## src/logic/swfpc_pkg.sv

```systemverilog
// Constants, register map and types for the dual-channel switch control.
// Assumes a 100 MHz system clock and a 32-bit APB register port.
//
// Notes on behaviour
// - Fault status pin goes low live while any fault is present.
// - Fault sets a sticky bit that survives until its register is read.
// - Faults switch the channel off; openload, clock fail, short-to-supply do not.
// - Short, openload off/on enables default off; clock fail, overvoltage on.
// - Fault mode when woken and fault term high, whatever fail-safe says.
// - Read clears a fault bit only once cause is gone and unlatched.
// - Fault in fail-safe keeps registers reset and locked; pins steer.
// - Leaving fault back to fail-safe keeps counter, latches, reset registers.
// - Latchable fault: off, status low, bit set, held until retry turn-on.
// - Auto-retry turns channel on again; bit stays until read.
// - Cause still present after last retry latches the channel off.
// - Delatch clears latched bits; status releases once both delatched.
// - Delatch by fault-control high-low-high or retry counter reset.
// - Fault-control is input-active and direct enabled, or on bit.
// - Fail-safe entry from fault mode delatches and resets registers.
// - New faults in fail-safe keep counter and latches untouched.
// - Each channel has its own modulator; clock select picks int/ext.
// - Period is 256 clocks internal, 256 or 512 external.
// - On bit low means off; duty n gives (n+1)/256, all ones full on.
// - Delay code adds 32 modulator clock periods per step; zero none.
// - Wake is reset pin or input-active; fault term ORs latchable and OV.
// - Input-active drops after 250 ms of no input activity.

package swfpc_pkg;

	// ----------------------------------------------------------------
	// Timing
	// ----------------------------------------------------------------
	localparam int unsigned CLK_HZ = 100_000_000;
	localparam int unsigned IN_TIMEOUT_MS = 250;
	localparam int unsigned IN_TIMEOUT_CYC = IN_TIMEOUT_MS * (CLK_HZ / 1000);
	localparam int unsigned RETRY_CYC_DEF = 1000;
	localparam int unsigned INT_DIV_DEF = 16;

	// ----------------------------------------------------------------
	// Register map
	// ----------------------------------------------------------------
	localparam int ADDR_W = 8;
	typedef logic [ADDR_W-1:0] swfpc_addr_t;
	localparam swfpc_addr_t A_GCFG = 8'h00;
	localparam swfpc_addr_t A_GSTAT = 8'h04;
	localparam swfpc_addr_t A_DUTY0 = 8'h08;
	localparam swfpc_addr_t A_DUTY1 = 8'h0C;
	localparam swfpc_addr_t A_CCFG0 = 8'h10;
	localparam swfpc_addr_t A_CCFG1 = 8'h14;
	localparam swfpc_addr_t A_CUR0 = 8'h18;
	localparam swfpc_addr_t A_CUR1 = 8'h1C;
	localparam swfpc_addr_t A_FLT0 = 8'h20;
	localparam swfpc_addr_t A_FLT1 = 8'h24;
	localparam swfpc_addr_t A_RETRY = 8'h28;

	// Global config fields
	localparam int G_OS_EN = 0;
	localparam int G_OLOFF_EN = 1;
	localparam int G_OLON_EN = 2;
	localparam int G_CLKF_EN = 3;
	localparam int G_OV_EN = 5;
	localparam int G_PWM_EN0 = 7;
	localparam int GCFG_W = 9;
	localparam logic [GCFG_W-1:0] GCFG_RST = 9'h028;
	localparam logic [GCFG_W-1:0] GCFG_MASK = 9'h1AF;

	// Duty register
	localparam int DUTY_W = 8;
	localparam int ON_BIT = 8;
	typedef logic [DUTY_W-1:0] swfpc_duty_t;
	localparam logic [ON_BIT:0] DUTY_RST = 9'h000;

	// Channel config: delay and direct-input disable
	localparam int DELAY_W = 3;
	localparam int DIR_DIS_BIT = 3;
	typedef logic [DELAY_W-1:0] swfpc_delay_t;
	localparam logic [DIR_DIS_BIT:0] CCFG_RST = 4'h0;
	localparam int DELAY_SHIFT = 5;

	// Current config: retry limit/enable, clock select, prescaler
	localparam int R_LIM_W = 4;
	localparam int R_EN_BIT = 4;
	localparam int CLK_INT_BIT = 6;
	localparam int PRESC_BIT = 7;
	localparam logic [7:0] CUR_RST = 8'h40;
	localparam logic [7:0] CUR_MASK = 8'hDF;

	// Channel fault bits
	localparam int F_OC = 0;
	localparam int F_SC = 1;
	localparam int F_OT = 2;
	localparam int F_OS = 3;
	localparam int F_OLON = 4;
	localparam int F_OLOFF = 5;
	localparam int F_LATCH = 6;
	localparam int FLT_W = 6;
	localparam logic [FLT_W-1:0] FLT_LATCHABLE = 6'h07;

	// Global status bits
	localparam int S_UV = 0;
	localparam int S_OV = 1;
	localparam int S_CLKF = 2;
	localparam int S_FMODE = 4;
	localparam int S_FSAFE = 5;
	localparam int S_FSTAT = 6;

	localparam int PWM_CNT_W = 8;

	// ----------------------------------------------------------------
	// Operating modes, Gray along sleep-normal-fault-fault/failsafe
	// ----------------------------------------------------------------
	typedef enum logic [2:0] {
		M_SLEEP = 3'h0,
		M_NORMAL = 3'h1,
		M_FAULT = 3'h3,
		M_FLT_FS = 3'h2,
		M_FSAFE = 3'h6
	} swfpc_mode_t;

endpackage

```

## src/logic/swfpc_pwm_if.sv

```systemverilog
// Carrier between the control top and one channel modulator.
// Assumes the control side drives every setting on the system clock.
`timescale 1ns/1ns
`default_nettype none

interface swfpc_pwm_if;
	logic enable;
	logic clk_int;
	logic prescale;
	logic on;
	logic ext_tick;
	logic int_tick;
	swfpc_pkg::swfpc_duty_t duty;
	swfpc_pkg::swfpc_delay_t delay;
	logic pwm_out;

	modport ctrl(output enable, output clk_int, output prescale, output on,
		output ext_tick, output int_tick, output duty, output delay,
		input pwm_out);
	modport pwm(input enable, input clk_int, input prescale, input on,
		input ext_tick, input int_tick, input duty, input delay,
		output pwm_out);
endinterface

`default_nettype wire

```

## src/logic/swfpc_pwm.sv

```systemverilog
// One channel modulator: tick select, switch-on delay, 8-bit duty.
// Assumes ticks are single-cycle pulses on the system clock.
`timescale 1ns/1ns
`default_nettype none

module swfpc_pwm (
	input wire logic clock,
	input wire logic rst_b,
	swfpc_pwm_if.pwm bus
);
	import swfpc_pkg::*;

	logic half_q;
	logic en_q;
	logic tick;
	logic run;
	logic [DELAY_W+DELAY_SHIFT-1:0] wait_q;
	logic [PWM_CNT_W-1:0] cnt_q;
	logic out_q;

	// ----------------------------------------------------------------
	// Clock select and prescaler
	// ----------------------------------------------------------------
	// Prescaler only applies to the external clock
	assign tick = bus.clk_int ? bus.int_tick :
		(bus.ext_tick & (~bus.prescale | half_q));

	always_ff @(posedge clock or negedge rst_b) begin
		if (!rst_b)
			half_q <= 1'b0;
		else if (!bus.enable)
			half_q <= 1'b0;
		else if (!bus.clk_int && bus.ext_tick)
			half_q <= ~half_q;
	end

	always_ff @(posedge clock or negedge rst_b) begin
		if (!rst_b)
			en_q <= 1'b0;
		else
			en_q <= bus.enable;
	end

	// ----------------------------------------------------------------
	// Switch-on delay, loaded when the modulator is enabled
	// ----------------------------------------------------------------
	always_ff @(posedge clock or negedge rst_b) begin
		if (!rst_b)
			wait_q <= '0;
		else if (bus.enable && !en_q)
			wait_q <= {bus.delay, {DELAY_SHIFT{1'b0}}};
		else if (tick && wait_q != '0)
			wait_q <= wait_q - 1'b1;
	end

	assign run = en_q & bus.enable & (wait_q == '0);

	always_ff @(posedge clock or negedge rst_b) begin
		if (!rst_b)
			cnt_q <= '0;
		else if (!run)
			cnt_q <= '0;
		else if (tick)
			cnt_q <= cnt_q + 1'b1;
	end

	// ----------------------------------------------------------------
	// Output: count <= n is high n+1 slots of 256
	// ----------------------------------------------------------------
	always_ff @(posedge clock or negedge rst_b) begin
		if (!rst_b)
			out_q <= 1'b0;
		else if (!bus.enable)
			out_q <= bus.on;
		else if (!run)
			out_q <= 1'b0;
		else
			out_q <= bus.on & (cnt_q <= bus.duty);
	end

	assign bus.pwm_out = out_q;
endmodule

`default_nettype wire

```

## src/logic/swfpc_top.sv

```systemverilog
// Fault supervision, retry/latch, operating mode and APB registers
// for two high-side channels. Fault detector inputs come from logic
// already on this clock; input pins and external clock are synchronised.
`timescale 1ns/1ns
`default_nettype none

module swfpc_top #(
	parameter int unsigned IN_TIMEOUT = swfpc_pkg::IN_TIMEOUT_CYC,
	parameter int unsigned RETRY_CYC = swfpc_pkg::RETRY_CYC_DEF,
	parameter int unsigned INT_DIV = swfpc_pkg::INT_DIV_DEF
) (
	input wire logic clock,
	input wire logic rst_b,
	input wire logic psel,
	input wire logic penable,
	input wire logic pwrite,
	input wire swfpc_pkg::swfpc_addr_t paddr,
	input wire logic [31:0] pwdata,
	output logic [31:0] prdata,
	output logic pready,
	output logic pslverr,
	input wire logic [1:0] in_pin,
	input wire logic reset_pin_n,
	input wire logic ext_clock_pin,
	input wire logic [1:0] overcurrent_fault,
	input wire logic [1:0] severe_short_fault,
	input wire logic [1:0] overtemp_fault,
	input wire logic [1:0] short_supply_fault,
	input wire logic [1:0] openload_on_fault,
	input wire logic [1:0] openload_off_fault,
	input wire logic undervoltage_fault,
	input wire logic overvoltage_fault,
	input wire logic ext_clock_fail,
	input wire logic failsafe_req,
	output logic [1:0] hs_on,
	output logic fault_status_n,
	output swfpc_pkg::swfpc_mode_t mode
);
	import swfpc_pkg::*;

	localparam int TMR_W = $clog2(IN_TIMEOUT + 1);
	localparam int RTY_W = $clog2(RETRY_CYC + 1);
	localparam int DIV_W = $clog2(INT_DIV + 1);

	logic [1:0] in_s1_q, in_s2_q;
	logic rp_s1_q, rp_s2_q;
	logic ext_s1_q, ext_s2_q, ext_s3_q;
	logic [1:0] in_on_q;
	logic [TMR_W-1:0] in_tmr_q [2];
	logic [DIV_W-1:0] div_q;
	logic int_tick;

	logic [GCFG_W-1:0] gcfg_q;
	logic [ON_BIT:0] duty_q [2];
	logic [DIR_DIS_BIT:0] ccfg_q [2];
	logic [7:0] cur_q [2];
	logic [FLT_W-1:0] flt_q [2];
	logic [S_CLKF:0] gstat_q;
	logic [1:0] latched_q, tripped_q, seen_on_q;
	logic [1:0] fc_prev_q, fc_arm_q;
	logic [R_LIM_W-1:0] rcnt_q [2];
	logic [RTY_W-1:0] rtmr_q [2];
	logic [31:0] prdata_q;
	logic pslverr_q;
	logic [1:0] hs_on_q;
	logic fstat_n_q;

	swfpc_mode_t mode_q, mode_d;
	logic wake, fault_term, fs_now, fs_entry, acc, wr, rd, clk_fail_act;
	logic [31:0] rd_data;
	logic rd_ok;
	logic [1:0] pwm_out, ch_fault;

	function automatic logic hit(input swfpc_addr_t a, input swfpc_addr_t r);
		return a == r;
	endfunction

	// ----------------------------------------------------------------
	// Pin synchronisers and internal tick divider
	// ----------------------------------------------------------------
	always_ff @(posedge clock or negedge rst_b) begin
		if (!rst_b) begin
			in_s1_q <= 2'h0;
			in_s2_q <= 2'h0;
			rp_s1_q <= 1'b0;
			rp_s2_q <= 1'b0;
			ext_s1_q <= 1'b0;
			ext_s2_q <= 1'b0;
			ext_s3_q <= 1'b0;
		end else begin
			in_s1_q <= in_pin;
			in_s2_q <= in_s1_q;
			rp_s1_q <= reset_pin_n;
			rp_s2_q <= rp_s1_q;
			ext_s1_q <= ext_clock_pin;
			ext_s2_q <= ext_s1_q;
			ext_s3_q <= ext_s2_q;
		end
	end

	always_ff @(posedge clock or negedge rst_b) begin
		if (!rst_b)
			div_q <= '0;
		else if (int_tick)
			div_q <= '0;
		else
			div_q <= div_q + 1'b1;
	end
	assign int_tick = (div_q == DIV_W'(INT_DIV - 1));

	// ----------------------------------------------------------------
	// Operating mode
	// ----------------------------------------------------------------
	assign wake = rp_s2_q | in_on_q[0] | in_on_q[1];
	assign fault_term = (|overcurrent_fault) | (|overtemp_fault) |
		(|severe_short_fault) | undervoltage_fault |
		(overvoltage_fault & gcfg_q[G_OV_EN]);

	always_comb begin
		if (!wake)
			mode_d = M_SLEEP;
		else if (fault_term && failsafe_req)
			mode_d = M_FLT_FS;
		else if (fault_term)
			mode_d = M_FAULT;
		else if (failsafe_req)
			mode_d = M_FSAFE;
		else
			mode_d = M_NORMAL;
	end

	always_ff @(posedge clock or negedge rst_b) begin
		if (!rst_b)
			mode_q <= M_SLEEP;
		else
			mode_q <= mode_d;
	end

	always_comb begin
		case (mode_q)
			M_FSAFE, M_FLT_FS: fs_now = 1'b1;
			default: fs_now = 1'b0;
		endcase
	end
	// Only entry from outside fail-safe delatches; faults inside it do not
	assign fs_entry = (mode_d == M_FLT_FS || mode_d == M_FSAFE) &&
		!fs_now;

	// ----------------------------------------------------------------
	// APB slave: no wait states, read data sampled at setup
	// ----------------------------------------------------------------
	assign acc = psel & penable;
	assign wr = acc & pwrite & ~fs_now;
	assign rd = acc & ~pwrite & ~fs_now;
	assign clk_fail_act = ext_clock_fail & gcfg_q[G_CLKF_EN];

	always_comb begin
		rd_data = 32'h0000_0000;
		rd_ok = 1'b1;
		case (paddr)
			A_GCFG: rd_data[GCFG_W-1:0] = gcfg_q;
			A_GSTAT: begin
				rd_data[S_CLKF:0] = gstat_q;
				rd_data[S_FMODE] = (mode_q == M_FAULT || mode_q == M_FLT_FS);
				rd_data[S_FSAFE] = fs_now;
				rd_data[S_FSTAT] = fstat_n_q;
			end
			A_DUTY0: rd_data[ON_BIT:0] = duty_q[0];
			A_DUTY1: rd_data[ON_BIT:0] = duty_q[1];
			A_CCFG0: rd_data[DIR_DIS_BIT:0] = ccfg_q[0];
			A_CCFG1: rd_data[DIR_DIS_BIT:0] = ccfg_q[1];
			A_CUR0: rd_data[7:0] = cur_q[0];
			A_CUR1: rd_data[7:0] = cur_q[1];
			A_FLT0: rd_data[F_LATCH:0] = {latched_q[0], flt_q[0]};
			A_FLT1: rd_data[F_LATCH:0] = {latched_q[1], flt_q[1]};
			A_RETRY: rd_data = 32'h0000_0000;
			default: rd_ok = 1'b0;
		endcase
	end

	always_ff @(posedge clock or negedge rst_b) begin
		if (!rst_b) begin
			prdata_q <= 32'h0000_0000;
			pslverr_q <= 1'b0;
		end else if (psel && !penable) begin
			prdata_q <= (rd_ok && !fs_now) ? rd_data : 32'h0000_0000;
			pslverr_q <= ~rd_ok | fs_now;
		end
	end

	assign pready = acc;
	assign prdata = prdata_q;
	assign pslverr = pslverr_q;

	// Registers held at reset while in fail-safe
	always_ff @(posedge clock or negedge rst_b) begin
		if (!rst_b) begin
			gcfg_q <= GCFG_RST;
			duty_q[0] <= DUTY_RST;
			duty_q[1] <= DUTY_RST;
			ccfg_q[0] <= CCFG_RST;
			ccfg_q[1] <= CCFG_RST;
			cur_q[0] <= CUR_RST;
			cur_q[1] <= CUR_RST;
		end else if (fs_now || fs_entry) begin
			gcfg_q <= GCFG_RST;
			duty_q[0] <= DUTY_RST;
			duty_q[1] <= DUTY_RST;
			ccfg_q[0] <= CCFG_RST;
			ccfg_q[1] <= CCFG_RST;
			cur_q[0] <= CUR_RST;
			cur_q[1] <= CUR_RST;
		end else if (wr) begin
			if (hit(paddr, A_GCFG))
				gcfg_q <= pwdata[GCFG_W-1:0] & GCFG_MASK;
			if (hit(paddr, A_DUTY0))
				duty_q[0] <= pwdata[ON_BIT:0];
			if (hit(paddr, A_DUTY1))
				duty_q[1] <= pwdata[ON_BIT:0];
			if (hit(paddr, A_CCFG0))
				ccfg_q[0] <= pwdata[DIR_DIS_BIT:0];
			if (hit(paddr, A_CCFG1))
				ccfg_q[1] <= pwdata[DIR_DIS_BIT:0];
			if (hit(paddr, A_CUR0))
				cur_q[0] <= pwdata[7:0] & CUR_MASK;
			if (hit(paddr, A_CUR1))
				cur_q[1] <= pwdata[7:0] & CUR_MASK;
		end
	end

	// Global sticky bits; set wins over the read clear
	always_ff @(posedge clock or negedge rst_b) begin
		if (!rst_b)
			gstat_q <= '0;
		else begin
			if (rd && hit(paddr, A_GSTAT)) begin
				if (!undervoltage_fault)
					gstat_q[S_UV] <= 1'b0;
				if (!overvoltage_fault)
					gstat_q[S_OV] <= 1'b0;
				if (!ext_clock_fail)
					gstat_q[S_CLKF] <= 1'b0;
			end
			if (undervoltage_fault)
				gstat_q[S_UV] <= 1'b1;
			if (overvoltage_fault && gcfg_q[G_OV_EN])
				gstat_q[S_OV] <= 1'b1;
			if (clk_fail_act)
				gstat_q[S_CLKF] <= 1'b1;
		end
	end

	// ----------------------------------------------------------------
	// Per-channel supervision
	// ----------------------------------------------------------------
	for (genvar g = 0; g < 2; g++) begin : g_ch
		swfpc_pwm_if pif();
		logic fc, lf_cause, turn_on, delatch, rtry_en, expire, exhausted;
		logic rd_me, ch_off, direct;
		logic [FLT_W-1:0] cause, en_mask;

		assign rtry_en = cur_q[g][R_EN_BIT];
		assign fc = (in_on_q[g] & ~ccfg_q[g][DIR_DIS_BIT]) |
			duty_q[g][ON_BIT];
		assign lf_cause = overcurrent_fault[g] | severe_short_fault[g] |
			overtemp_fault[g] | undervoltage_fault;
		assign turn_on = fc & ~fc_prev_q[g];
		assign delatch = (turn_on & fc_arm_q[g]) | fs_entry |
			(wr & hit(paddr, A_RETRY) & pwdata[g] & rtry_en);
		assign expire = tripped_q[g] & ~latched_q[g] & rtry_en &
			(rtmr_q[g] == '0);
		assign exhausted = rcnt_q[g] == cur_q[g][R_LIM_W-1:0];
		assign rd_me = rd & hit(paddr, g == 0 ? A_FLT0 : A_FLT1);
		assign cause = {openload_off_fault[g], openload_on_fault[g],
			short_supply_fault[g], overtemp_fault[g],
			severe_short_fault[g], overcurrent_fault[g]};
		assign en_mask = {gcfg_q[G_OLOFF_EN], gcfg_q[G_OLON_EN],
			gcfg_q[G_OS_EN], 3'h7};

		always_ff @(posedge clock or negedge rst_b) begin
			if (!rst_b)
				in_tmr_q[g] <= '0;
			else if (in_s2_q[g])
				in_tmr_q[g] <= TMR_W'(IN_TIMEOUT);
			else if (in_tmr_q[g] != '0)
				in_tmr_q[g] <= in_tmr_q[g] - 1'b1;
		end

		always_ff @(posedge clock or negedge rst_b) begin
			if (!rst_b)
				in_on_q[g] <= 1'b0;
			else
				in_on_q[g] <= in_s2_q[g] | (in_tmr_q[g] != '0);
		end

		// 1-0-1 detector on fault-control
		always_ff @(posedge clock or negedge rst_b) begin
			if (!rst_b) begin
				fc_prev_q[g] <= 1'b0;
				fc_arm_q[g] <= 1'b0;
			end else begin
				fc_prev_q[g] <= fc;
				if (fc_prev_q[g] && !fc)
					fc_arm_q[g] <= 1'b1;
				else if (turn_on)
					fc_arm_q[g] <= 1'b0;
			end
		end

		always_ff @(posedge clock or negedge rst_b) begin
			if (!rst_b)
				rtmr_q[g] <= '0;
			else if (!tripped_q[g] || expire)
				rtmr_q[g] <= RTY_W'(RETRY_CYC);
			else if (rtmr_q[g] != '0)
				rtmr_q[g] <= rtmr_q[g] - 1'b1;
		end

		// Counter survives fail-safe transitions
		always_ff @(posedge clock or negedge rst_b) begin
			if (!rst_b)
				rcnt_q[g] <= '0;
			else if (delatch && !fs_entry)
				rcnt_q[g] <= '0;
			else if (expire && !exhausted)
				rcnt_q[g] <= rcnt_q[g] + 1'b1;
		end

		always_ff @(posedge clock or negedge rst_b) begin
			if (!rst_b) begin
				tripped_q[g] <= 1'b0;
				latched_q[g] <= 1'b0;
				seen_on_q[g] <= 1'b0;
			end else begin
				if (delatch)
					latched_q[g] <= 1'b0;
				else if (expire && exhausted && lf_cause)
					latched_q[g] <= 1'b1;
				if (lf_cause && !tripped_q[g])
					seen_on_q[g] <= 1'b0;
				else if ((expire && !(exhausted && lf_cause)) ||
					(turn_on && !latched_q[g]) || delatch)
					seen_on_q[g] <= 1'b1;
				if (lf_cause)
					tripped_q[g] <= 1'b1;
				else if ((expire && !exhausted) || turn_on || delatch)
					tripped_q[g] <= 1'b0;
			end
		end

		// Sticky channel bits: set wins over clear
		always_ff @(posedge clock or negedge rst_b) begin
			if (!rst_b)
				flt_q[g] <= '0;
			else begin
				for (int b = 0; b < FLT_W; b++) begin
					if (cause[b] && en_mask[b])
						flt_q[g][b] <= 1'b1;
					else if (delatch && latched_q[g] && FLT_LATCHABLE[b])
						flt_q[g][b] <= 1'b0;
					else if (rd_me && !latched_q[g] &&
						(!FLT_LATCHABLE[b] || seen_on_q[g]))
						flt_q[g][b] <= 1'b0;
				end
			end
		end

		assign pif.enable = gcfg_q[G_PWM_EN0 + g] &
			~(clk_fail_act & ~cur_q[g][CLK_INT_BIT]);
		assign pif.clk_int = cur_q[g][CLK_INT_BIT];
		assign pif.prescale = cur_q[g][PRESC_BIT];
		assign pif.on = duty_q[g][ON_BIT];
		assign pif.duty = duty_q[g][DUTY_W-1:0];
		assign pif.delay = ccfg_q[g][DELAY_W-1:0];
		assign pif.ext_tick = ext_s2_q & ~ext_s3_q;
		assign pif.int_tick = int_tick;
		assign pwm_out[g] = pif.pwm_out;

		swfpc_pwm u_pwm (
			.clock(clock),
			.rst_b(rst_b),
			.bus(pif)
		);

		// Openload, short-to-supply and clock fail leave channel on
		assign ch_off = tripped_q[g] | latched_q[g] | undervoltage_fault |
			(overvoltage_fault & gcfg_q[G_OV_EN]) | ~wake;
		assign direct = in_s2_q[g] & ~ccfg_q[g][DIR_DIS_BIT];

		always_ff @(posedge clock or negedge rst_b) begin
			if (!rst_b)
				hs_on_q[g] <= 1'b0;
			else if (fs_now)
				hs_on_q[g] <= in_s2_q[g] & ~ch_off;
			else
				hs_on_q[g] <= (direct | pwm_out[g]) & ~ch_off;
		end

		assign ch_fault[g] = (|(cause & en_mask)) | latched_q[g];
	end

	// ----------------------------------------------------------------
	// Fault status pin: live, low until both channels delatched
	// ----------------------------------------------------------------
	always_ff @(posedge clock or negedge rst_b) begin
		if (!rst_b)
			fstat_n_q <= 1'b1;
		else
			fstat_n_q <= ~((|ch_fault) | undervoltage_fault | clk_fail_act |
				(overvoltage_fault & gcfg_q[G_OV_EN]));
	end

	assign hs_on = hs_on_q;
	assign fault_status_n = fstat_n_q;
	assign mode = mode_q;
endmodule

`default_nettype wire

```

## config.mk

```make
export PLATFORM = sky130hd
export DESIGN_NAME = swfpc_top
export DESIGN_NICKNAME = d
export VERILOG_FILES = /design/src/logic/swfpc_pkg.sv /design/src/logic/swfpc_pwm_if.sv /design/src/logic/swfpc_pwm.sv /design/src/logic/swfpc_top.sv
export SDC_FILE = /design/constraint.sdc
export NUM_CORES = 1
export LEC_CHECK = 0
export BUFFER_PORTS_ARGS = -buffer_cell sky130_fd_sc_hd__buf_2
export CORE_UTILIZATION = 30
export DETAILED_ROUTE_END_ITERATION = 8
export PLACE_DENSITY_LB_ADDON = 0.3
export SETUP_SLACK_MARGIN = 0.5
export SLEW_MARGIN = 20
export SYNTH_ARGS = -nofsm -noshare
export SYNTH_HDL_FRONTEND = slang
export SYNTH_SLANG_ARGS = --single-unit
export TNS_END_PERCENT = 50
```

## constraint.sdc

```tcl
create_clock -name clock -period 7.6 [get_ports clock]
set_input_delay 1.52 -clock clock [delete_from_list [all_inputs] [get_ports clock]]
set_output_delay 1.52 -clock clock [all_outputs]
set_load 0.01 [all_outputs]
```

# Yosys cells after proc, flatten, opt, wreduce, memory -nomap -nowiden
# Cells that the tools add are included.
dict set report word_totals {
  wordCells 448
  input_bits 65
  output_inout_bits 40
  ff_bits 247
}
dict set report classes {
  n_eq_ne 24
  n_addsub 11
  n_lt_le_gt_ge 2
  n_reduce_logical 139
  n_bitwise 107
  muxes 101
}
# operator n
set ops {}
lappend ops {{$mux 25} 4}
lappend ops {{$mux 8} 12}
lappend ops {{$reduce_bool 2->1} 33}
lappend ops {{$mux 1} 54}
lappend ops {{$mux 9} 6}
lappend ops {{$reduce_bool 25->1} 2}
lappend ops {{$sub 25x1->25 const B} 2}
lappend ops {{$and 1x1->1} 45}
lappend ops {{$logic_and 1x1->1} 42}
lappend ops {{$mux 10} 4}
lappend ops {{$or 1x1->1} 38}
lappend ops {{$mux 18} 2}
lappend ops {{$eq 8x5->1 const B} 4}
lappend ops {{$mux 16} 2}
lappend ops {{$pmux 3 s10} 1}
lappend ops {{$eq 8x6->1 const B} 3}
lappend ops {{$logic_not 8->1} 3}
lappend ops {{$mux 4} 6}
lappend ops {{$pmux 3 s8} 1}
lappend ops {{$not 1->1} 22}
lappend ops {{$logic_not 10->1} 2}
lappend ops {{$reduce_bool 10->1} 2}
lappend ops {{$sub 10x1->10 const B} 2}
lappend ops {{$reduce_and 2->1} 9}
lappend ops {{26 further kinds} 83}

# Longest topological paths before layout
# Gate-level depths: netlist of run 1.
dict set report logic_depth {
  depth_word 16
  ltp_mapped 8
  mapped_depth_nobuf 7
}

# Hierarchy
# From an unflattened synthesis of run 1, not the netlist that was laid out.
dict set report unflattened {
  cells_unflattened 1213
  area_unflattened_um2 11707.5
}
# module cells_each seq_area_each_um2 n_inst area_each_um2
set by_module_without_submodules {}
lappend by_module_without_submodules {swfpc_top 961 4560.6 1 9390.3}
lappend by_module_without_submodules {swfpc_pwm 126 475.5 2 1158.6}

# Worst setup path before layout of run 1
# Ideal clock, no wire load.
dict set report synth_timing {
  path_kind {input -> output}
  startpoint {input psel}
  endpoint {output pready}
  path_stages 2
  setup_slack_ps 4211
  path_buffers 1
  arrival_ps 1869
  required_time_ps 6080
  path_cell_list {and2_1 clkbuf_1}
}
dict set report synth_between {
  elab_chain_len 1
}
# item line
set synth_rtl {}
lappend synth_rtl {{start, declared} swfpc_top.sv:14} ;# input wire logic psel,
lappend synth_rtl {{$and 1x1->1} swfpc_top.sv:152} ;# assign acc = psel & penable;
lappend synth_rtl {{end, declared} swfpc_top.sv:20} ;# output logic pready,
# No other way between the ends.

# Final worst setup path of run 1
dict set report layout_timing {
  startpoint {input paddr[4]}
  endpoint {register cur_q[10] (netlist name)}
}
dict set report layout_between {
  elab_chain_len 3
}
# item line
set layout_rtl {}
lappend layout_rtl {{start, declared} swfpc_top.sv:17} ;# input wire swfpc_pkg::swfpc_addr_t paddr,
lappend layout_rtl {{$eq 8x5->1} swfpc_top.sv:75} ;# return a == r;
lappend layout_rtl {{$reduce_bool 2->1 (no line)} --}
lappend layout_rtl {{$reduce_and 2->1 (no line)} --}
lappend layout_rtl {{end, declared} swfpc_top.sv:56} ;# logic [7:0] cur_q [2];
# No other way between the ends.
# A chain may end at the register's enable or synchronous reset.

==> flow_metrics.py, run 1 <==
metrics = {
    "pwr": {
        "ir_drop_uv": 163,
        "p_sw_uw": 753,
        "p_comb_frac": 0.115,
        "power_frac_clock": 0.408,
        "p_seq_frac": 0.478,
        "fin_total_pwr_mw": 2.78,
        "power_density_mw_per_mm2": 210,
        "p_int_mw": 2.02,
        "p_leak_nw": 5.17,
        "switching_share": 0.271,
    },
    "drt": {
        "drtAntennaViolNets": 0,
        "first_pass_iters": 7,
        "vias_per_cell": 5.13,
        "vias": 9206,
        "avgRoutedWirePerCell_um": 17.2,
        "drt_iter0_drc": 555,
        "route.detailed.drc": 0,
        "wirelength_um": 30800,
    },
    "critical_path": {
        "cp-endpoint": "cur_q[10]$_DFFE_PN0P_",
        "startpoint": "paddr[4]",
        "critPathKind": "in -> reg",
        "critPathCaptureType": "flip-flop",
        "r2r_start": "in_tmr_q[0]$_DFFE_PN0P_",
        "critPathMaxFanout": 19,
        "cp.required_ps": 8010,
        "rrSetupSlack_ps": 4870,
        "r2r_end": "in_tmr_q[11]$_DFFE_PN0P_",
        "startpoint_type": "primary input",
        "r2r_cells": 7,
        "arrival_ps": 4380,
    },
    "yosys": {
        "synth_area_sq_mm": 0.0117,
        "synth_ff_type": "dfrtp_1",
        "synth_cell_types": 76,
        "syn-mean-instance-area_sq_um": 9.65,
        "syn_inst": 1213,
        "synth-seq-cells": 220,
        "synth-edff-count": 0,
        "yosysSeqAreaShare": 0.471,
        "async_flop_share": 1.00,
        "yosys_warnings": 0,
    },
    "grt": {
        "grt_pass1_vias": 8942,
        "gr-usage-met3": 0.0343,
        "grt_use_met2": 0.244,
        "grt-ovfl-total": 0,
        "track_usage": 0.158,
        "grt_max_degree": 83,
        "grt-busiest-layer": "met2",
        "grt_pass1_wl_um": 49600,
        "antenna_found_initial": 8,
        "grt_util_met1": 0.220,
    },
    "cells_and_area": {
        "nets": 1357,
        "multiInputGateArea_sq_mm": 0.00573,
        "syn_to_final_growth_pct": 12.8,
        "drive_above_1_share": 0.114,
        "fillCellCount": 3984,
        "final_area_sq_mm": 0.0132,
        "ff_latch_area_sq_mm": 0.00551,
        "fin_cells": 1794,
    },
    "floorplan": {
        "dieArea_sq_mm": 0.0398,
        "io_pins": 105,
        "die_w_um": 200,
        "dieHeight_um": 200,
        "coreArea_sq_mm": 0.0380,
        "rows": 71,
        "initial_core_util": 0.308,
    },
    "cts": {
        "ctsHoldBuffers": 0,
        "cts_tree": "done",
        "worstSkewPairLatency_ps": 550,
        "clk_pin_slew_ps": 60,
        "cts_sinks": 220,
        "h-tree-depth": 1,
        "cts_setup_buffers": 0,
        "cts_resized": 0,
        "root_buffer": "clkbuf_16",
        "cts_inserted_buffers": 25,
        "clockBufferDepth": 3,
    },
    "sta": {
        "tightest_slew_ps": 1010,
        "skew_ps": 19.7,
        "drv_slew": 0,
        "tns_ps": 0,
        "timing.hold.ws_ps": 345,
        "timing.fmax_ghz": 0.252,
        "setup_viol": 0,
        "rsz0062_at_grt": "false",
        "hold_violations": 0,
        "period_share": 0.522,
        "min_period_ps": 3970,
        "slew_headroom": 0.320,
    },
    "placement": {
        "dpl.hpwl_um": 22100,
        "place_congestion": 0.877,
        "dp.cells": 1745,
        "place_area_sq_mm": 0.0124,
        "io_buffers": 58,
    },
    "status": {
        "outcome": "complete, no violations",
    },
    "run": {
        "maxCapViolCount": 0,
    },
    "hold_path": {
        "hp-class": "reg -> reg",
    },
}
## routing by layer
layer,vias to the layer above,share of wire
li1,4415,-
met1,4486,0.47
met2,244,0.44
met3,57,0.059
met4,4,0.027
met5,-,0.00084
## synthesized netlist by cell type, types with 5 or more instances
master | count | share of area
nand2_1 | 90 | 0.029
a211oi_1 | 7 | 0.0045
o211ai_1 | 19 | 0.012
o21ai_0 | 67 | 0.029
a21oi_1 | 62 | 0.027
or2_2 | 14 | 0.0075
a22o_1 | 10 | 0.0075
and2_1 | 6 | 0.0032
nand3_1 | 36 | 0.015
o31ai_1 | 13 | 0.0083
nand2b_1 | 17 | 0.0091
mux2_2 | 5 | 0.0048
mux2i_1 | 43 | 0.037
dfstp_2 | 5 | 0.011
xnor2_1 | 32 | 0.024
inv_1 | 54 | 0.017
xor2_1 | 39 | 0.029
nand3b_1 | 6 | 0.0038
o41ai_1 | 5 | 0.0037
nor2b_1 | 15 | 0.0080
dfrtp_1 | 215 | 0.46
buf_4 | 23 | 0.015
nor4_1 | 23 | 0.012
nor3_1 | 29 | 0.012
nand4_1 | 18 | 0.0096
ha_1 | 31 | 0.033
clkbuf_1 | 35 | 0.011
or4_1 | 22 | 0.014
nor3b_1 | 6 | 0.0038
or3_1 | 19 | 0.010
and3_1 | 6 | 0.0032
o2111ai_1 | 7 | 0.0052
nor2_1 | 140 | 0.045
a31oi_1 | 11 | 0.0059
a21o_1 | 7 | 0.0045
## area by class of cell
| type | count | area share |
|---|---|---|
| Antenna cell | 6 | 0.00114 |
| Inverter | 55 | 0.0156 |
| Clock inverter | 2 | 0.00208 |
| Multi-Input combinational cell | 893 | 0.434 |
| Tap cell | 511 | 0.0484 |
| Clock buffer | 41 | 0.0542 |
| Sequential cell | 220 | 0.417 |
| Timing Repair Buffer | 66 | 0.0273 |
## worst min path at each step
stage / from / depth (start not counted) / slack, ps / endpoint
4_1_cts: ext_s1_q$_DFF_PN0_ / 0 / 350 / ext_s2_q$_DFF_PN0_
5_1_grt: in_s1_q[1]$_DFF_PN0_ / 0 / 350 / in_s2_q[1]$_DFF_PN0_
6_report: ext_s1_q$_DFF_PN0_ / 0 / 350 / ext_s2_q$_DFF_PN0_
2_1_floorplan: ext_s1_q$_DFF_PN0_ / 0 / 330 / ext_s2_q$_DFF_PN0_
3_3_place_gp: in_s1_q[0]$_DFF_PN0_ / 0 / 330 / in_s2_q[0]$_DFF_PN0_
3_5_place_dp: ext_s1_q$_DFF_PN0_ / 0 / 330 / ext_s2_q$_DFF_PN0_
## through the flow
| stage | setup WS [ps] | utilization |
|---|---|---|
| 2_1_floorplan | 4210 | - |
| 3_3_place_gp | 3200 | 0.327 |
| 3_5_place_dp | 3160 | 0.327 |
| 4_1_cts | 3720 | 0.347 |
| 5_1_grt | 3520 | 0.347 |
| 6_report | 3630 | 0.347 |
## sequential cells by signal (all words and copies together) (netlist names), 3 cells and up
name / count
g_ch.u_pwm.cnt_q: 16
mode: 3
in_tmr_q: 50
gstat_q: 3
ccfg_q: 8
flt_q: 12
duty_q: 18
g_ch.u_pwm.wait_q: 16
prdata: 9
rcnt_q: 8
rtmr_q: 20
gcfg_q: 7
cur_q: 14
div_q: 5
## power by group through the flow
| stage | Clock, mW | Combinational [mW] | Sequential (mW) |
|---|---|---|---|
| 2_1_floorplan | 0 | 0.251 | 1.33 |
| 3_3_place_gp | 0 | 0.315 | 1.34 |
| 5_1_grt | 1.21 | 0.364 | 1.34 |
| 6_report | 1.13 | 0.319 | 1.33 |
| 3_5_place_dp | 0 | 0.323 | 1.35 |
| 4_1_cts | 1.17 | 0.323 | 1.33 |
## critical path, cell delays in order
cell and delay (ps):
buf_2 360, nor4b_1 750, nand4_1 600, nor3_2 800, mux2i_1 270, nor2_1 60
## cell families (layout without fill, tap and decap cells)
group | after synthesis | in the layout | share of synthesized area
fa+ha+maj | 31 | 31 | 0.0331
buf+inv | 122 | 164 | 0.0476
simple gates | 470 | 470 | 0.209
mux | 52 | 52 | 0.0493
xor+xnor | 71 | 71 | 0.0531
other cells | 1 | 29 | 0.000320
compound gates | 246 | 246 | 0.137
flops | 220 | 220 | 0.471
## cell usage in the layout (no fill, tap or decap), drive strengths merged, types with 36 or more instances in the layout
| cell | instances |
|---|---|
| dfrtp | 215 |
| nor2 | 140 |
| nand2 | 90 |
| o21ai | 68 |
| buf | 66 |
| a21oi | 62 |
| inv | 55 |
| mux2i | 43 |
| clkbuf | 41 |
| xor2 | 39 |
| nand3 | 36 |
(Power assumes the default switching activity.)
==> inputs of run 2 (changes only) <==
ABC_AREA = 1   (was default)
clock period = 3.8 ns   (was 7.6 ns; I/O delays follow)
==> run 2 against run 1 <==
  * Power is 140% higher
  * Worst hold slack worse by 110 ps
  * Clock skew is 9.8 ps lower
  * Clock power grew to 2.5 times the previous value
  * Sequential share of layout area is 2.5 points lower
  * Largest cell class unchanged
  * Utilization is 0.40 points higher
==> flow_metrics.py, run 2 <==
metrics = {
    "sta": {
        "tns_ps": 0,
        "min_period_ps": 2120,
        "skew_ps": 9.91,
        "drv_slew": 0,
        "period_share": 0.557,
        "timing.hold.ws_ps": 232,
        "slew_headroom": 0.525,
        "tightest_slew_ps": 712,
        "timing.fmax_ghz": 0.472,
        "rsz0062_at_grt": "false",
        "hold_violations": 0,
        "setup_viol": 0,
    },
    "yosys": {
        "synth-seq-cells": 220,
        "syn-mean-instance-area_sq_um": 7.62,
        "netlist.area_leader.share": 0.440,
        "synth_cell_types": 46,
        "async_flop_share": 1.00,
        "syn_inst": 1605,
        "synth_top_area_cell": "dfrtp_1",
        "yosysMostFrequentCell": "nand2_1",
        "yosysSeqAreaShare": 0.451,
        "yosys_warnings": 0,
        "synth_area_sq_mm": 0.0122,
        "synth_ff_type": "dfrtp_1",
        "synth_commonest_cells": "nand2_1 (383), dfrtp_1 (215), inv_1 (209), nor2_1 (207), nand3_1 (146)",
        "netlist_top_cells_area": "dfrtp_1 (44%), nand2_1 (12%), inv_1 (6.4%), nor2_1 (6.4%), nand3_1 (6.0%)",
        "synth-edff-count": 0,
    },
    "hold_path": {
        "hp-class": "in -> async",
    },
    "drt": {
        "route.detailed.drc": 0,
        "vias_per_cell": 4.67,
        "first_pass_iters": 5,
        "wirelength_um": 32400,
        "vias": 10373,
        "drtAntennaViolNets": 0,
        "drt_iter0_drc": 694,
        "avgRoutedWirePerCell_um": 14.6,
    },
    "grt": {
        "track_usage": 0.161,
        "antenna_found_initial": 1,
        "grt_pass1_vias": 10166,
        "grt_pass1_wl_um": 53500,
        "grt-ovfl-total": 0,
        "grt_max_degree": 80,
    },
    "cells_and_area": {
        "largest_reg_flops": 50,
        "regMostFlops": "in_tmr_q",
        "drive_above_1_share": 0.117,
        "syn_to_final_growth_pct": 14.9,
        "ff_latch_area_sq_mm": 0.00551,
        "final_cell_mix": "nand2_1 (383), dfrtp_1 (215), inv_1 (209), nor2_1 (207), nand3_1 (146)",
        "nets": 1774,
        "fillCellCount": 4231,
        "final_common_cell": "nand2_1",
        "top_regs": "in_tmr_q (50), rtmr_q (20), duty_q (18)",
        "final_area_sq_mm": 0.0141,
        "diodes": 0,
        "multiInputGateArea_sq_mm": 0.00571,
    },
    "critical_path": {
        "critPathCaptureType": "flip-flop",
        "critPathKind": "reg -> reg",
        "rrSetupSlack_ps": 1680,
        "startpoint_type": "flip-flop",
        "critPathMaxFanout": 10,
        "cp.required_ps": 4230,
        "arrival_ps": 2550,
    },
    "placement": {
        "io_buffers": 58,
        "place_area_sq_mm": 0.0131,
        "dpl.hpwl_um": 24500,
        "place_congestion": 0.869,
    },
    "floorplan": {
        "dieHeight_um": 204,
        "initial_core_util": 0.306,
        "die_w_um": 204,
        "io_pins": 105,
        "rows": 73,
        "coreArea_sq_mm": 0.0400,
        "dieArea_sq_mm": 0.0416,
    },
    "cts": {
        "root_buffer": "clkbuf_16",
        "cts_resized": 0,
        "h-tree-depth": 1,
        "cts_sinks": 220,
        "ctsHoldBuffers": 0,
        "clk_pin_slew_ps": 60,
        "cts_setup_buffers": 0,
        "cts_inserted_buffers": 27,
        "cts_tree": "done",
        "clockBufferDepth": 3,
        "worstSkewPairLatency_ps": 530,
    },
    "status": {
        "outcome": "complete, no violations",
    },
    "pwr": {
        "p_leak_nw": 6.80,
        "fin_total_pwr_mw": 6.76,
        "ir_drop_uv": 300,
        "power_density_mw_per_mm2": 481,
    },
    "run": {
        "maxCapViolCount": 0,
    },
}
## run 2: cell types whose count changed in the layout (fill, tap and decap cells not counted), moves of 39 or more
cell | before | now
mux2i_1 | 43 | 0
nand3_1 | 36 | 146
nand2_1 | 90 | 383
nor2_1 | 140 | 207
inv_1 | 54 | 209
o21ai_0 | 67 | 106
## run 2: where the power goes
group | leakage (nW) | switching [mW] | internal, mW
clock | 0.483 | 1.02 | 1.85
sequential | 2.66 | 0.206 | 2.60
combinational | 3.66 | 0.684 | 0.391
total | 6.80 | 1.92 | 4.84
## run 2: final timing paths
check	cells past startpoint	startpoint	end
min reg2reg	0	in_s1_q[0]$_DFF_PN0_	in_s2_q[0]$_DFF_PN0_
min	1	rst_b	rtmr_q[16]$_DFFE_PN0P_
min in group clock	1	in_pin[1]	in_s1_q[1]$_DFF_PN0_
max reg2reg	9	in_tmr_q[25]$_DFFE_PN0P_	in_tmr_q[39]$_DFFE_PN0P_
max in group asynchronous	2	rst_b	rcnt_q[4]$_DFFE_PN0P_
max	9	in_tmr_q[25]$_DFFE_PN0P_	in_tmr_q[39]$_DFFE_PN0P_
## run 2: cell type report
| type | count | area share |
|---|---|---|
| Timing Repair Buffer | 63 | 0.0249 |
| Inverter | 219 | 0.0587 |
| Sequential cell | 220 | 0.392 |
| Tap cell | 525 | 0.0467 |
| Multi-Input combinational cell | 1147 | 0.407 |
| Clock buffer | 33 | 0.0525 |
| Clock inverter | 15 | 0.0183 |
## run 2: logic make-up after synthesis
| group | count (synthesis) | synth area share |
|---|---|---|
| adder cells (fa/ha/maj) | 31 | 0.0317 |
| XOR/XNOR | 35 | 0.0251 |
| buffers and inverters | 260 | 0.0893 |
| other | 1 | 0.000307 |
| AND/OR/NAND/NOR | 878 | 0.322 |
| flip-flops | 220 | 0.451 |
| AO/OA/AOI/OAI | 178 | 0.0793 |
| multiplexers | 2 | 0.00184 |
## run 2: through the flow
| stage | std cells | setup WS, ps | utilization |
|---|---|---|---|
| after CTS | 2222 | 1680 | 0.351 |
| final | 2222 | 1680 | 0.351 |
| after global routing | 2222 | 1450 | 0.351 |
| after global placement | 2174 | 1310 | 0.326 |
| after floorplan | 1627 | 1950 | - |
| after detailed placement | 2174 | 1300 | 0.326 |
## run 2: critical path, cell delays in order (launching register included)
cell and delay (ps):
dfrtp_1 360, inv_1 180, ha_1 290, nand2_1 160
nor2_2 230, nand3_2 220, nor2_4 290, inv_2 160
nand2_1 90, inv_1 40
## run 2: routing by layer
metal / up-vias / share of wire / GRT usage
met5: - / 0.00031 / 0
met1: 4907 / 0.47 / 0.221
met3: 48 / 0.039 / 0.0222
met2: 188 / 0.46 / 0.265
li1: 5228 / - / -
met4: 2 / 0.022 / 0.0381
==> inputs of run 3 (changes only) <==
clock period = 2.2 ns   (was 3.8 ns; I/O delays follow)
==> run 3 against run 2 <==
  * Worst setup slack got worse by 1200 ps
  * Count of clock-buffer cells in the layout increased by 4
  * Sequential power increased by 74%
  * Flip-flop and latch count unchanged
  * Combinational power increased by 110%
  * Final area increased by 6.4%
  * Highest routed layer unchanged
==> flow_metrics.py, run 3 (synthesized netlist as in run 2, its figures left out) <==
metrics = {
    "status": {
        "outcome": "complete, no violations",
    },
    "cells_and_area": {
        "largest_reg_flops": 50,
        "drive_above_1_share": 0.199,
        "final_common_cell": "nand2_1",
        "final_cell_mix": "nand2_1 (365), dfrtp_1 (214), nor2_1 (189), inv_1 (185), nand3_1 (133)",
        "top_regs": "in_tmr_q (50), rtmr_q (20), duty_q (18)",
        "diodes": 0,
        "syn_to_final_growth_pct": 22.2,
        "nets": 1840,
        "final_core_util": 0.374,
        "regMostFlops": "in_tmr_q",
    },
    "critical_path": {
        "critPathMaxFanout": 2,
        "critPathCaptureType": "primary output",
        "rrSetupSlack_ps": 540,
        "startpoint_type": "flip-flop",
        "arrival_ps": 1230,
        "max_stage_delay_ps": 560,
        "path_cells": "buf_2",
        "crit_slowest_cell": "dfstp_2",
        "startpoint": "fault_status_n$_DFF_PN1_",
        "r2r_start": "rtmr_q[10]$_DFFE_PN0P_",
        "critPathKind": "reg -> out",
        "crit_family": "flip-flops",
        "cp.required_ps": 1760,
        "critical_path_buf_inv_count": 1,
    },
    "grt": {
        "grt_max_degree": 53,
        "grt-ovfl-total": 0,
        "grt_pass1_wl_um": 54100,
        "grt_pass1_vias": 10406,
        "antenna_found_initial": 1,
        "track_usage": 0.163,
    },
    "hold_path": {
        "min_from": "ext_clock_pin",
        "hp-class": "in -> reg",
    },
    "drt": {
        "first_pass_iters": 6,
        "drt_iter0_drc": 715,
        "route.detailed.drc": 0,
        "vias_per_cell": 4.69,
        "wirelength_um": 33400,
        "drtAntennaViolNets": 0,
        "vias": 10729,
        "avgRoutedWirePerCell_um": 14.6,
    },
    "placement": {
        "place_congestion": 0.879,
        "dpl.hpwl_um": 25000,
        "io_buffers": 58,
    },
    "cts": {
        "clk_pin_slew_ps": 60,
        "cts_inserted_buffers": 26,
        "h-tree-depth": 1,
        "clockBufferDepth": 3,
        "cts_sinks": 220,
        "worstSkewPairLatency_ps": 540,
        "cts_tree": "done",
        "root_buffer": "clkbuf_16",
    },
    "pwr": {
        "ir_drop_uv": 613,
        "p_leak_nw": 7.15,
        "power_density_mw_per_mm2": 770,
    },
    "sta": {
        "timing.fmax_ghz": 0.597,
        "rsz0062_at_grt": "true",
        "period_share": 0.761,
        "hold_violations": 0,
        "drv_slew": 0,
        "tightest_slew_ps": 683,
        "min_period_ps": 1670,
        "setup_viol": 0,
        "timing.hold.ws_ps": 17.9,
        "skew_ps": 10.8,
        "slew_headroom": 0.544,
        "tns_ps": 0,
    },
    "floorplan": {
        "rows": 73,
        "io_pins": 105,
        "die_w_um": 204,
        "initial_core_util": 0.306,
        "coreArea_sq_mm": 0.0400,
        "dieHeight_um": 204,
        "dieArea_sq_mm": 0.0416,
    },
    "run": {
        "maxCapViolCount": 0,
    },
}
[run 3: cell count changes in the layout (fill, tap and decap cells not counted), moves of 6 or more]
cell	change
buf_4	+54
ha_1	-8
ha_4	+6
inv_1	-24
inv_2	+21
nand2_1	-18
nand2_4	+14
nand3_1	-13
nand3_2	+9
nor2_1	-18
nor2_2	+10
nor2_4	+8
[run 3: final timing paths]
check                                            to  cells past startpoint
setup reg to reg             rtmr_q[19]$_DFFE_PN0P_                      7
hold / removal                   ext_s1_q$_DFF_PN0_                      1
setup / recovery                     fault_status_n                      1
min in group asynchronous     rtmr_q[4]$_DFFE_PN0P_                      2
hold reg to reg                   rp_s2_q$_DFF_PN0_                      0
max in group asynchronous  in_tmr_q[39]$_DFFE_PN0P_                      3
[run 3: stage by stage]
step / power, mW / cells / instance area, sq um / worst slack [ps]
floorplan: 6.27 / 1627 / 12300 / 508
global route: 12.2 / 2286 / 15000 / 433
CTS: 11.4 / 2271 / 14500 / 432
detailed placement: 6.83 / 2203 / 13300 / 208
global placement: 6.77 / 2203 / 13300 / 210
finish: 11.5 / 2286 / 15000 / 526
[run 3: power by group]
part           leakage (nW)  switching, mW  total, mW  internal, mW
Combinational          4.05           1.35       2.25         0.892
Sequential             2.66          0.386       4.89          4.50
Clock                 0.435           1.70       4.39          2.69
[run 3: area by class of cell]
class	instances	area [sq um]
well taps	525	657
flip-flops and latches	220	5510
clock buffers	37	783
fillers	4219	25100
inverters	219	835
repair inverters	3	21.3
clock inverters	8	92.6
repair buffers	127	900
multi-input cells	1147	6150
[run 3: layer usage]
layer / track usage / share of wire / vias up
met2: 0.273 / 0.47 / 234
li1: - / - / 5377
met4: 0.0365 / 0.021 / 2
met1: 0.220 / 0.46 / 5064
met3: 0.0261 / 0.054 / 52
met5: 0 / 0.00039 / -
[run 3: what timing repair did]
item | CTS | global route
resized for setup | 54 | 88
hold buffers | 3 | 0
pin swaps | 21 | 22
endpoints found under the hold margin | 34 | 0
setup endpoints to repair | 124 | 147
buffers inserted | 17 | 15
gates cloned | 3 | 0
